`src/verilog/sar_pkg.sv`:
```
/*
  Shared constants of the converter readout sequencer: frame lengths,
  power-mode thresholds and reset values.
  Assumes nothing beyond a SystemVerilog compiler.
*/
package sar_pkg;

  // Frame shape
  localparam int FRAME_CLKS = 16;
  localparam int LEAD_ZEROS = 4;
  localparam int CNT_W = 5;
  localparam logic [4:0] CNT_MAX = 5'h1F;

  // Conversion length in clock cycles per resolution
  localparam logic [4:0] CONV_CLKS_12 = 5'h10;
  localparam logic [4:0] CONV_CLKS_10 = 5'h0E;
  localparam logic [4:0] CONV_CLKS_8 = 5'h0C;

  // Falling edges after which hold returns to track
  localparam logic [4:0] TRACK_AFTER_WIDE = 5'h0D;
  localparam logic [4:0] TRACK_AFTER_8 = 5'h0B;

  // Falling-edge counts for tri-state and power decisions
  localparam logic [4:0] TRISTATE_EDGE = 5'h10;
  localparam logic [4:0] PD_WIN_LOW = 5'h02;
  localparam logic [4:0] PD_WIN_HIGH = 5'h0A;
  localparam logic [4:0] FULL_PWR_EDGE = 5'h10;

  // Reset values
  localparam logic [15:0] SHIFT_RST = 16'h0000;
  localparam logic [4:0] CNT_RST = 5'h00;

  // FIFO defaults
  localparam int FIFO_DEPTH = 8;

  // Power state of the analog core
  typedef enum logic [1:0] {PWR_UP, PWR_DOWN, PWR_WAKING} sar_pwr_t;

endpackage : sar_pkg

```
`src/verilog/sar_fifo.sv`:
```
/*
  Synchronous FIFO with valid/ready on both sides.
  Assumes one clock and an active-low reset already synchronised.
*/
`timescale 1ns/1ps
module sar_fifo #(
  parameter int WIDTH = 12,
  parameter int DEPTH = sar_pkg::FIFO_DEPTH
) (
  // Clock and reset
  input wire logic clk,
  input wire logic rstQ_b,
  // Fill side
  input wire logic inValid,
  output logic inReady,
  input wire logic [WIDTH-1:0] inData,
  // Drain side
  output logic outValid,
  input wire logic outReady,
  output logic [WIDTH-1:0] outData
);

  localparam int AW = $clog2(DEPTH);

  typedef struct packed {
    logic [AW:0] wrPtr;
    logic [AW:0] rdPtr;
  } sar_fifo_st_t;

  sar_fifo_st_t st_q;
  sar_fifo_st_t st_d;
  logic [WIDTH-1:0] mem [DEPTH];
  logic doWrite;
  logic doRead;

  // Full when pointers differ only in the wrap bit
  assign inReady = !((st_q.wrPtr[AW] != st_q.rdPtr[AW]) &&
                     (st_q.wrPtr[AW-1:0] == st_q.rdPtr[AW-1:0]));
  assign outValid = (st_q.wrPtr != st_q.rdPtr);
  assign outData = mem[st_q.rdPtr[AW-1:0]];
  assign doWrite = inValid && inReady;
  assign doRead = outValid && outReady;

  // Pointer update
  always_comb begin
    st_d = st_q;
    if (doWrite) begin
      st_d.wrPtr = st_q.wrPtr + 1'b1;
    end
    if (doRead) begin
      st_d.rdPtr = st_q.rdPtr + 1'b1;
    end
  end

  always_ff @(posedge clk or negedge rstQ_b) begin
    if (!rstQ_b) begin
      st_q <= '0;
    end else begin
      st_q <= st_d;
    end
  end

  // Storage array, written without reset
  always_ff @(posedge clk) begin
    if (doWrite) begin
      mem[st_q.wrPtr[AW-1:0]] <= inData;
    end
  end

endmodule : sar_fifo

```
`src/verilog/sar_readout.sv`:
```
/*
  Conversion and serial readout sequencer of a 12/10/8-bit SAR converter.
  The host's select and serial clock pins are sampled by clk; their edges
  drive sampling, hold/track, frame output and power management.
  Assumes clk runs well above four times the serial clock rate and the
  converter core hands finished words in through the buffer port.

  // Operation
  // RULE_01 - Select falling samples input, enters hold, drives data line, starts conversion.
  // RULE_02 - Host serial clock is the conversion clock and paces result bits.
  // RULE_03 - 12-bit: 16 cycles; after 13 falls, track on next rise.
  // RULE_04 - 12-bit: data line released on 16th falling clock edge.
  // RULE_05 - 12-bit: select rising before 16 cycles aborts and releases line.
  // RULE_06 - 10-bit: 14 cycles; track on rise after 13th fall.
  // RULE_07 - 10-bit: early rise before 14 aborts; 16 clocks release at 16th fall.
  // RULE_08 - 8-bit: 12 cycles; track on rise after 11th fall.
  // RULE_09 - 8-bit: early rise before 12 aborts; 16 clocks release at 16th fall.
  // RULE_10 - Select fall shows first leading zero; each clock fall shifts next bit.
  // RULE_11 - 12-bit: last bit shifted on 15th fall, valid at 16th.
  // RULE_12 - Slow host may capture on rising edges, missing first zero.
  // RULE_13 - Select falling just after a clock fall still shows first zero.
  // RULE_14 - 8-bit: host may end frame at 12th rise for fastest rate.
  // RULE_15 - Host keeps acquisition and quiet intervals between frames.
  // RULE_16 - Host enters power-down with an eight-clock burst frame.
  // RULE_17 - 10-bit in 16-cycle frame ends with two trailing zeros.
  // RULE_18 - Result shifted most significant bit first.
  // RULE_19 - Power-down between conversions only useful at low throughput.
  // RULE_20 - Host spaces select falls by whole clock periods.
  // RULE_21 - Select rise between 2nd and 10th fall aborts and powers down.
  // RULE_22 - Powered down: low past 10th fall wakes; full at 16 clocks.
  // RULE_23 - Select rise after 10th fall before end keeps power, aborts, releases.
  // RULE_24 - Host waits quiet interval after release before next select fall.
  // RULE_25 - Frame is four leading zeros then the result bits.
  // RULE_26 - Falling-edge counter cleared on each select fall, steers decisions.
*/
`timescale 1ns/1ps
module sar_readout #(
  parameter int RES = 12,
  parameter int DEPTH = sar_pkg::FIFO_DEPTH
) (
  // Clock and reset
  input wire logic clk,
  input wire logic rst_b,
  // Host serial pins
  input wire logic convSelect_b,
  input wire logic serialBitClk,
  output logic serialResultOut,
  output logic serialResultOe,
  // Converter core result stream
  input wire logic resultValid,
  output logic resultReady,
  input wire logic [RES-1:0] resultData,
  // Analog control and status
  output logic holdMode,
  output logic poweredUp,
  output logic convAbort
);

  // Conversion length for a resolution
  function automatic logic [4:0] convClks(input int r);
    if (r == 12) begin
      return sar_pkg::CONV_CLKS_12;
    end else if (r == 10) begin
      return sar_pkg::CONV_CLKS_10;
    end else begin
      return sar_pkg::CONV_CLKS_8;
    end
  endfunction : convClks

  // Falling edges after which hold returns to track
  function automatic logic [4:0] trackAfter(input int r);
    if (r == 8) begin
      return sar_pkg::TRACK_AFTER_8;
    end else begin
      return sar_pkg::TRACK_AFTER_WIDE;
    end
  endfunction : trackAfter

  localparam logic [4:0] CONV_LEN = convClks(RES);
  localparam logic [4:0] TRACK_AT = trackAfter(RES);
  localparam int TAIL = sar_pkg::FRAME_CLKS - sar_pkg::LEAD_ZEROS - RES;

  typedef struct packed {
    logic csMeta;
    logic csSync;
    logic csPrev;
    logic ckMeta;
    logic ckSync;
    logic ckPrev;
    logic framing;
    logic [4:0] fallCnt;
    logic [15:0] shift;
    logic dataOut;
    logic dataOe;
    logic hold;
    sar_pkg::sar_pwr_t pwr;
    logic abort;
  } sar_st_t;

  sar_st_t st_q;
  sar_st_t st_d;
  logic [1:0] rstSync_q;
  logic rstQ_b;
  logic csFall;
  logic csRise;
  logic ckFall;
  logic ckRise;
  logic popValid;
  logic [RES-1:0] popData;
  logic [15:0] loadWord;

  // Reset release through two flip-flops
  always_ff @(posedge clk or negedge rst_b) begin
    if (!rst_b) begin
      rstSync_q <= 2'h0;
    end else begin
      rstSync_q <= {rstSync_q[0], 1'b1};
    end
  end
  assign rstQ_b = rstSync_q[1];

  // Pin edges from the second synchroniser stage only
  assign csFall = st_q.csPrev && !st_q.csSync;
  assign csRise = !st_q.csPrev && st_q.csSync;
  assign ckFall = st_q.ckPrev && !st_q.ckSync;
  assign ckRise = !st_q.ckPrev && st_q.ckSync;

  // Result buffer between converter core and readout
  sar_fifo #(
    .WIDTH(RES),
    .DEPTH(DEPTH)
  ) u_fifo (
    .clk(clk),
    .rstQ_b(rstQ_b),
    .inValid(resultValid),
    .inReady(resultReady),
    .inData(resultData),
    .outValid(popValid),
    .outReady(csFall),
    .outData(popData)
  );

  // Frame word: leading zeros, result MSB first, trailing zeros
  assign loadWord = popValid ? (16'(popData) << TAIL) : 16'h0000; // see RULE_25 RULE_17 RULE_18

  // Sequencer next state
  always_comb begin
    st_d = st_q;
    st_d.csMeta = convSelect_b;
    st_d.csSync = st_q.csMeta;
    st_d.csPrev = st_q.csSync;
    st_d.ckMeta = serialBitClk;
    st_d.ckSync = st_q.ckMeta;
    st_d.ckPrev = st_q.ckSync;
    st_d.abort = 1'b0;
    if (csFall) begin
      // Sample, hold, drive the first leading zero
      st_d.framing = 1'b1; // see RULE_01 RULE_02
      st_d.fallCnt = sar_pkg::CNT_RST; // see RULE_26
      st_d.shift = loadWord;
      st_d.dataOut = loadWord[15]; // see RULE_10 RULE_13
      st_d.dataOe = 1'b1; // see RULE_01
      st_d.hold = 1'b1;
    end else if (st_q.framing && csRise) begin
      // Frame ends; early end aborts the conversion
      st_d.framing = 1'b0;
      st_d.dataOe = 1'b0; // see RULE_05 RULE_07 RULE_09 RULE_23
      st_d.abort = (st_q.fallCnt < CONV_LEN); // see RULE_05 RULE_07 RULE_09 RULE_14
      if (st_q.pwr == sar_pkg::PWR_UP && st_q.fallCnt >= sar_pkg::PD_WIN_LOW &&
          st_q.fallCnt < sar_pkg::PD_WIN_HIGH) begin
        st_d.pwr = sar_pkg::PWR_DOWN; // see RULE_21
      end else if (st_q.pwr == sar_pkg::PWR_WAKING) begin
        st_d.pwr = sar_pkg::PWR_UP; // see RULE_22
      end
      st_d.hold = (st_d.pwr == sar_pkg::PWR_DOWN);
    end else if (st_q.framing && ckFall) begin
      // Count edges and shift the next bit out
      if (st_q.fallCnt != sar_pkg::CNT_MAX) begin
        st_d.fallCnt = st_q.fallCnt + 5'h01; // see RULE_26
      end
      st_d.shift = {st_q.shift[14:0], 1'b0};
      st_d.dataOut = st_q.shift[14]; // see RULE_10 RULE_11 RULE_18
      if (st_d.fallCnt == sar_pkg::TRISTATE_EDGE) begin
        st_d.dataOe = 1'b0; // see RULE_04 RULE_07 RULE_09
      end
      if (st_q.pwr == sar_pkg::PWR_DOWN && st_d.fallCnt == sar_pkg::PD_WIN_HIGH) begin
        st_d.pwr = sar_pkg::PWR_WAKING; // see RULE_22
      end else if (st_q.pwr == sar_pkg::PWR_WAKING &&
                   st_d.fallCnt == sar_pkg::FULL_PWR_EDGE) begin
        st_d.pwr = sar_pkg::PWR_UP; // see RULE_22
      end
      if (st_q.pwr == sar_pkg::PWR_DOWN) begin
        st_d.hold = 1'b0;
      end
    end else if (st_q.framing && ckRise) begin
      // Back to track once the bit decisions are done
      if (st_q.fallCnt >= TRACK_AT || st_q.pwr == sar_pkg::PWR_DOWN) begin
        st_d.hold = 1'b0; // see RULE_03 RULE_06 RULE_08
      end
    end
  end

  // State register
  always_ff @(posedge clk or negedge rstQ_b) begin
    if (!rstQ_b) begin
      st_q.csMeta <= 1'b1;
      st_q.csSync <= 1'b1;
      st_q.csPrev <= 1'b1;
      st_q.ckMeta <= 1'b1;
      st_q.ckSync <= 1'b1;
      st_q.ckPrev <= 1'b1;
      st_q.framing <= 1'b0;
      st_q.fallCnt <= sar_pkg::CNT_RST;
      st_q.shift <= sar_pkg::SHIFT_RST;
      st_q.dataOut <= 1'b0;
      st_q.dataOe <= 1'b0;
      st_q.hold <= 1'b0;
      st_q.pwr <= sar_pkg::PWR_UP;
      st_q.abort <= 1'b0;
    end else begin
      st_q <= st_d;
    end
  end

  // Outputs straight from flip-flops, except poweredUp, decoded from the power state
  assign serialResultOut = st_q.dataOut;
  assign serialResultOe = st_q.dataOe;
  assign holdMode = st_q.hold;
  assign poweredUp = (st_q.pwr == sar_pkg::PWR_UP);
  assign convAbort = st_q.abort;

  // Select fall drives the first leading zero and holds
  frame_start_a: assert property (@(posedge clk) disable iff (!rstQ_b) // see RULE_01
    csFall |=> serialResultOe && !serialResultOut && holdMode && st_q.fallCnt == 5'h00)
    else $error("frame start did not drive zero in hold");

  // Early select rise releases the line and flags abort
  early_abort_a: assert property (@(posedge clk) disable iff (!rstQ_b) // see RULE_05
    (st_q.framing && csRise && !csFall && st_q.fallCnt < CONV_LEN)
      |=> !serialResultOe && convAbort ##1 !convAbort)
    else $error("early select rise did not abort");

  // Sixteenth falling edge releases the line
  release_16_a: assert property (@(posedge clk) disable iff (!rstQ_b) // see RULE_04
    (st_q.framing && ckFall && !csFall && !csRise && st_q.fallCnt == 5'h0F)
      |=> !serialResultOe)
    else $error("line still driven after 16th fall");

  // Each falling edge presents the next shifted bit
  bit_shift_a: assert property (@(posedge clk) disable iff (!rstQ_b) // see RULE_10
    (st_q.framing && ckFall && !csFall && !csRise)
      |=> serialResultOut == $past(st_q.shift[14]) && st_q.fallCnt != 5'h00)
    else $error("shifted bit mismatch");

  // Rise inside the window enters power-down
  pd_entry_a: assert property (@(posedge clk) disable iff (!rstQ_b) // see RULE_21
    (st_q.framing && csRise && !csFall && st_q.pwr == sar_pkg::PWR_UP &&
     st_q.fallCnt >= 5'h02 && st_q.fallCnt <= 5'h09) |=> !poweredUp && holdMode)
    else $error("power-down not entered");

  // Rise before second edge or after tenth keeps power
  pd_glitch_a: assert property (@(posedge clk) disable iff (!rstQ_b) // see RULE_23
    (st_q.framing && csRise && !csFall && st_q.pwr == sar_pkg::PWR_UP &&
     (st_q.fallCnt < 5'h02 || st_q.fallCnt >= 5'h0A)) |=> poweredUp && !serialResultOe)
    else $error("power lost outside the window");

  // Tenth falling edge while down starts wake-up
  wake_start_a: assert property (@(posedge clk) disable iff (!rstQ_b) // see RULE_22
    (st_q.framing && ckFall && !csFall && !csRise && st_q.pwr == sar_pkg::PWR_DOWN &&
     st_q.fallCnt == 5'h09) |=> st_q.pwr == sar_pkg::PWR_WAKING)
    else $error("wake-up did not start");

  // Track after the last bit decision
  track_return_a: assert property (@(posedge clk) disable iff (!rstQ_b) // see RULE_03
    (st_q.framing && ckRise && !csFall && !csRise && !ckFall && st_q.fallCnt >= TRACK_AT)
      |=> !holdMode)
    else $error("hold not released after conversion");

  // Counter never moves without an edge inside a frame
  count_hold_a: assert property (@(posedge clk) disable iff (!rstQ_b) // see RULE_26
    (!csFall && !(st_q.framing && ckFall)) |=> $stable(st_q.fallCnt))
    else $error("edge counter moved without an edge");

  // A frame that reached its conversion length ends without abort
  full_length_a: assert property (@(posedge clk) disable iff (!rstQ_b) // see RULE_14
    (st_q.framing && csRise && !csFall && st_q.fallCnt >= CONV_LEN)
      |=> !convAbort && !serialResultOe)
    else $error("complete frame flagged as abort");

  // Abort lasts a single cycle
  abort_pulse_a: assert property (@(posedge clk) disable iff (!rstQ_b) // see RULE_05
    convAbort |=> !convAbort)
    else $error("abort pulse longer than one cycle");

  // Data line is released whenever no frame is open
  idle_release_a: assert property (@(posedge clk) disable iff (!rstQ_b) // see RULE_23
    !st_q.framing |-> !serialResultOe)
    else $error("data line driven outside a frame");

  // Clock edges outside a frame leave data and count alone
  idle_quiet_a: assert property (@(posedge clk) disable iff (!rstQ_b) // see RULE_02
    (!st_q.framing && !csFall)
      |=> $stable(serialResultOut) && $stable(st_q.fallCnt))
    else $error("state moved outside a frame");

  // Loaded frame word opens with four zeros
  lead_zeros_a: assert property (@(posedge clk) disable iff (!rstQ_b) // see RULE_25
    csFall |=> st_q.shift[15:12] == 4'h0)
    else $error("frame word without leading zeros");

  // Result sits right after the zeros, MSB first
  msb_load_a: assert property (@(posedge clk) disable iff (!rstQ_b) // see RULE_18
    (csFall && popValid)
      |=> st_q.shift[11 -: RES] == $past(popData))
    else $error("result not loaded MSB first");

  // Empty buffer gives an all-zero frame
  empty_frame_a: assert property (@(posedge clk) disable iff (!rstQ_b) // see RULE_25
    (csFall && !popValid) |=> st_q.shift == 16'h0000)
    else $error("empty buffer frame not zero");

  // Powered-down frame returns to track on its first clock edge
  down_track_a: assert property (@(posedge clk) disable iff (!rstQ_b) // see RULE_22
    (st_q.framing && ckFall && !csFall && !csRise && st_q.pwr == sar_pkg::PWR_DOWN)
      |=> !holdMode)
    else $error("hold kept during power-down frame");

  // Sixteenth fall while waking completes power-up
  full_power_a: assert property (@(posedge clk) disable iff (!rstQ_b) // see RULE_22
    (st_q.framing && ckFall && !csFall && !csRise && st_q.pwr == sar_pkg::PWR_WAKING &&
     st_q.fallCnt == 5'h0F) |=> poweredUp)
    else $error("not fully powered after 16 clocks");

  // Early rise while down stays powered down in hold
  stay_down_a: assert property (@(posedge clk) disable iff (!rstQ_b) // see RULE_22
    (st_q.framing && csRise && !csFall && st_q.pwr == sar_pkg::PWR_DOWN)
      |=> !poweredUp && holdMode && !serialResultOe)
    else $error("woke up on a short frame");

  // Hold kept until the bit decisions are done
  early_hold_a: assert property (@(posedge clk) disable iff (!rstQ_b) // see RULE_03
    (st_q.framing && ckRise && !csFall && !csRise && st_q.fallCnt < TRACK_AT &&
     st_q.pwr == sar_pkg::PWR_UP) |=> $stable(holdMode))
    else $error("track entered too early");

endmodule : sar_readout
```
`config.mk`:
```
export PLATFORM = sky130hd
export DESIGN_NAME = sar_readout
export DESIGN_NICKNAME = d
export VERILOG_FILES = /design/src/verilog/sar_pkg.sv /design/src/verilog/sar_fifo.sv /design/src/verilog/sar_readout.sv
export SDC_FILE = /design/constraint.sdc
export NUM_CORES = 1
export LEC_CHECK = 0
export BUFFER_PORTS_ARGS = -buffer_cell sky130_fd_sc_hd__buf_4
export CAP_MARGIN = 30
export CORE_MARGIN = 3
export CORE_UTILIZATION = 40
export CTS_BUF_LIST = sky130_fd_sc_hd__clkbuf_4 sky130_fd_sc_hd__clkbuf_8
export CTS_CLUSTER_DIAMETER = 120
export DETAILED_ROUTE_END_ITERATION = 10
export PLACE_DENSITY = 0.67
export SYNTH_ARGS = -nofsm -noshare
export SYNTH_HDL_FRONTEND = slang
export SYNTH_SLANG_ARGS = --single-unit
```
`constraint.sdc`:
```
create_clock -name clk -period 4.4 [get_ports clk]
set_clock_uncertainty 0.2 [all_clocks]
set_input_delay 0.22 -clock clk [delete_from_list [all_inputs] [get_ports clk]]
set_output_delay 0.22 -clock clk [all_outputs]
set_load 0.01 [all_outputs]
```
==> impl_results.md <==
- Commonest non-fill, non-tap cell in the layout: edfxtp_1
- Inst Count DP: 529
- Drt drc: 0
- Via Count: 3,026
- Syn Std Cell Area: 5740 um^2
- Setup slack, reg-to-reg: 1700 ps
- Most frequent cells in the layout: edfxtp_1 (96), dfrtp_1 (36), buf_4 (31), nand2_1 (18)
- GRT Resource Usage Total: 13.7%
- DRT antenna net count: 0
- Die area: 15,800 um^2
- Routed WL per cell: 17.7 um
- Setup Fix Bufs, Post-CTS: 0
- Pwr per Cell Area: 568 nW/um^2
- Setup violators final: 0
- Vias in the first global route: 3,205
- Post-synth EDFFs: 96
- Reg2reg path depth: 5
- Crit-path cells: xnor2_1, nand4_1, nand3_1, nor3_2, buf_4
- Starting density of the core: 41.2%
- Ports: 23
- Fmax achieved: 370 MHz
- Largest stage delay, worst path: 860 ps
- Pre-antenna DRT Iters: 5
- Hold Path Class: register to register
- Post-synth net total: 357
- Worst-case clock buffer depth: 2
- Sum of negative setup slack: 0 ps
- Rows: 43
- Die W: 126 um
- Slowest cell on the critical path: dfrtp_1
- TritonCTS buffer count: 17
- Area fraction of the dominant cell type after synthesis: 50.3%
- RR Endpoint: u_fifo.mem[0][4]
- Final #Nets: 407
- Flops & latches, synth: 139
- Critical path fanouts, max: 18
- Final instance area: 6650 um^2
- Max Cap Viol: 0
- Final Cycle Share: 61.5%
- Count of clock tree sinks: 139
- Dominant cell type by area after synthesis: edfxtp_1
- Critical path's top delay family: flip-flops
- Hold path startpoint: rstSync_q[0]
- Root Buffer Master: clkbuf_8
- Yosys warnings: 0
- Slew margin rel.: 33.8%
- Pleak: 0.00242 uW
- Final Wtd Congestion: 0.811
- Seq/Total Area, Yosys: 69.2%
- Status: finished, final reports clean
- DRT Wirelength: 10,300 um
- Synth area leaders: edfxtp_1 (50%), dfrtp_1 (16%), mux4_1 (6.4%)
- Peak VDD IR: 0.350 mV
- WP buf/inv: 1
- Fin. Hold Viols: 0
- Setup CP Type: register to register
- Worst skew pair latency: 430 ps
- Worst hold path depth: 0
- Final Max Tran Viols: 0
- Startpoint types: register
- GR Overflow Total: 0
- Top_reg_cell synth: edfxtp_1
- Area growth syn-to-layout: 15.9%
- RSZ-0062 raised after global routing: no
- Die H: 126 um
- Setup crit end kind: register
- Worst-path clk slew: 80 ps
- Placed wire-length estimate: 6310 um
- Async S/R FF share, synth: 30.9%
- Hold path endpoint: rstSync_q[1]
- Core Footprint: 13,900 um^2
- Worst r2r src: u_fifo.st_q[1]
- Global-route wire length before repair: 16,700 um
- H-tree depth: 4
- DP Area: 6090 um^2
- I/O Buffers: 22
- Initial antenna violation count: 0
- Post-synthesis cell type count: 51
- Fillers: 1,159
- Gate Count Post-Synth: 336
- CP Data Required Time: 4340 ps
- Initial DRC count: 231
- WP data arrival: 2640 ps
- CTS tree: done
- Least-Margin Pin Slew: 993 ps
- Syn Area/Cell: 17.1 um^2
- # diodes: 0
- Layout cell share with drive strength beyond 1: 25.1%
- Via/cell ratio: 5.23
- Non-Filler Instances: 579
- Final Critical Period: 2700 ps
- Largest net degree at the start of global routing: 42
==> worst max path at each step <==
stage              startpoint                end  slack [ps]  cells after the start
2_1_floorplan  u_fifo.st_q[0]   u_fifo.mem[0][0]        1880                      5
4_1_cts        u_fifo.st_q[1]  u_fifo.mem[4][10]        1520                      4
5_1_grt        u_fifo.st_q[1]   u_fifo.mem[0][0]        1490                      5
6_report       u_fifo.st_q[1]   u_fifo.mem[0][4]        1700                      5
3_5_place_dp   u_fifo.st_q[1]   u_fifo.mem[4][5]        1540                      4
3_3_place_gp   u_fifo.st_q[1]   u_fifo.mem[4][6]        1620                      4
==> state kept, by name, summed over array words and instances, names as in the netlist <==
| signal | cells |
|---|---|
| st_q | 25 |
| serialResultOe | 1 |
| rstSync_q | 2 |
| u_fifo.mem | 96 |
| convAbort | 1 |
| u_fifo.st_q | 8 |
| serialResultOut | 1 |
| st_d | 4 |
| holdMode | 1 |
==> synth_stat cells, types with 7 or more instances <==
master / count
a22o_1: 7
a22oi_1: 10
buf_2: 7
dfrtp_1: 37
edfxtp_1: 96
inv_1: 7
mux2_2: 14
mux4_1: 14
mux4_2: 10
nand2_1: 18
nor2_1: 12
nor3_1: 7
o21ai_0: 17
xnor2_1: 8
==> report_power, final <==
part           switching, uW  internal (uW)  total (uW)
Combinational            474            508         982
Clock                    544            423         967
Sequential               170           1660        1830
Total                   1190           2590        3780
==> routing by layer <==
metal / up-vias / part of all wire [%] / global-route usage (%)
li1: 1424 / - / -
met1: 1543 / 46 / 17.7
met2: 52 / 50 / 22.5
met3: 7 / 3.7 / 4.37
met4: 0 / 0.59 / 3.72
met5: - / 0 / 0
==> stage by stage <==
stage                     utilization (%)  total power, uW  hold slack [ps]  worst slack (ps)
after floorplan                         -             2580             -276              1880
after global placement               43.7             2800             -197              1620
after detailed placement             43.7             2830             -193              1540
after CTS                            47.6             3820              166              1520
after global routing                 47.7             4000              168              1490
final                                47.7             3780              159              1700
==> worst register-to-register path, stage by stage, from the launching register on <==
cell,delay [ps]
dfrtp_1,860
xnor2_1,250
nand4_1,220
nand3_1,180
nor3_2,440
buf_4,270
==> repair_timing <==
action | 4_1_cts | 5_1_grt
endpoints found under the hold margin | 101 | 0
hold buffers | 17 | 0
gates resized for setup | 0 | 0
==> area by class of cell <==
class	count	area (um^2)	area share, %
multi-input cells	172	1640	24.7
clock buffers	18	241	3.63
inverters	7	26.3	0.395
flip-flops and latches	139	3970	59.7
clock inverters	14	131	1.98
repair buffers	49	414	6.23
well taps	180	225	3.39
==> kinds of logic after synthesis <==
logic type / after synthesis / synth area share (%)
buffers and inverters: 25 / 2.49
DFF: 139 / 69.2
xor gates and xnor gates: 13 / 1.99
other: 1 / 0.0654
muxes: 39 / 13.3
and+or+nand+nor: 63 / 5.63
AOI/OAI and AO/OA: 51 / 6.37
adders and majority gates: 5 / 1.05
Note: power is estimated with default switching activity, not from simulation.
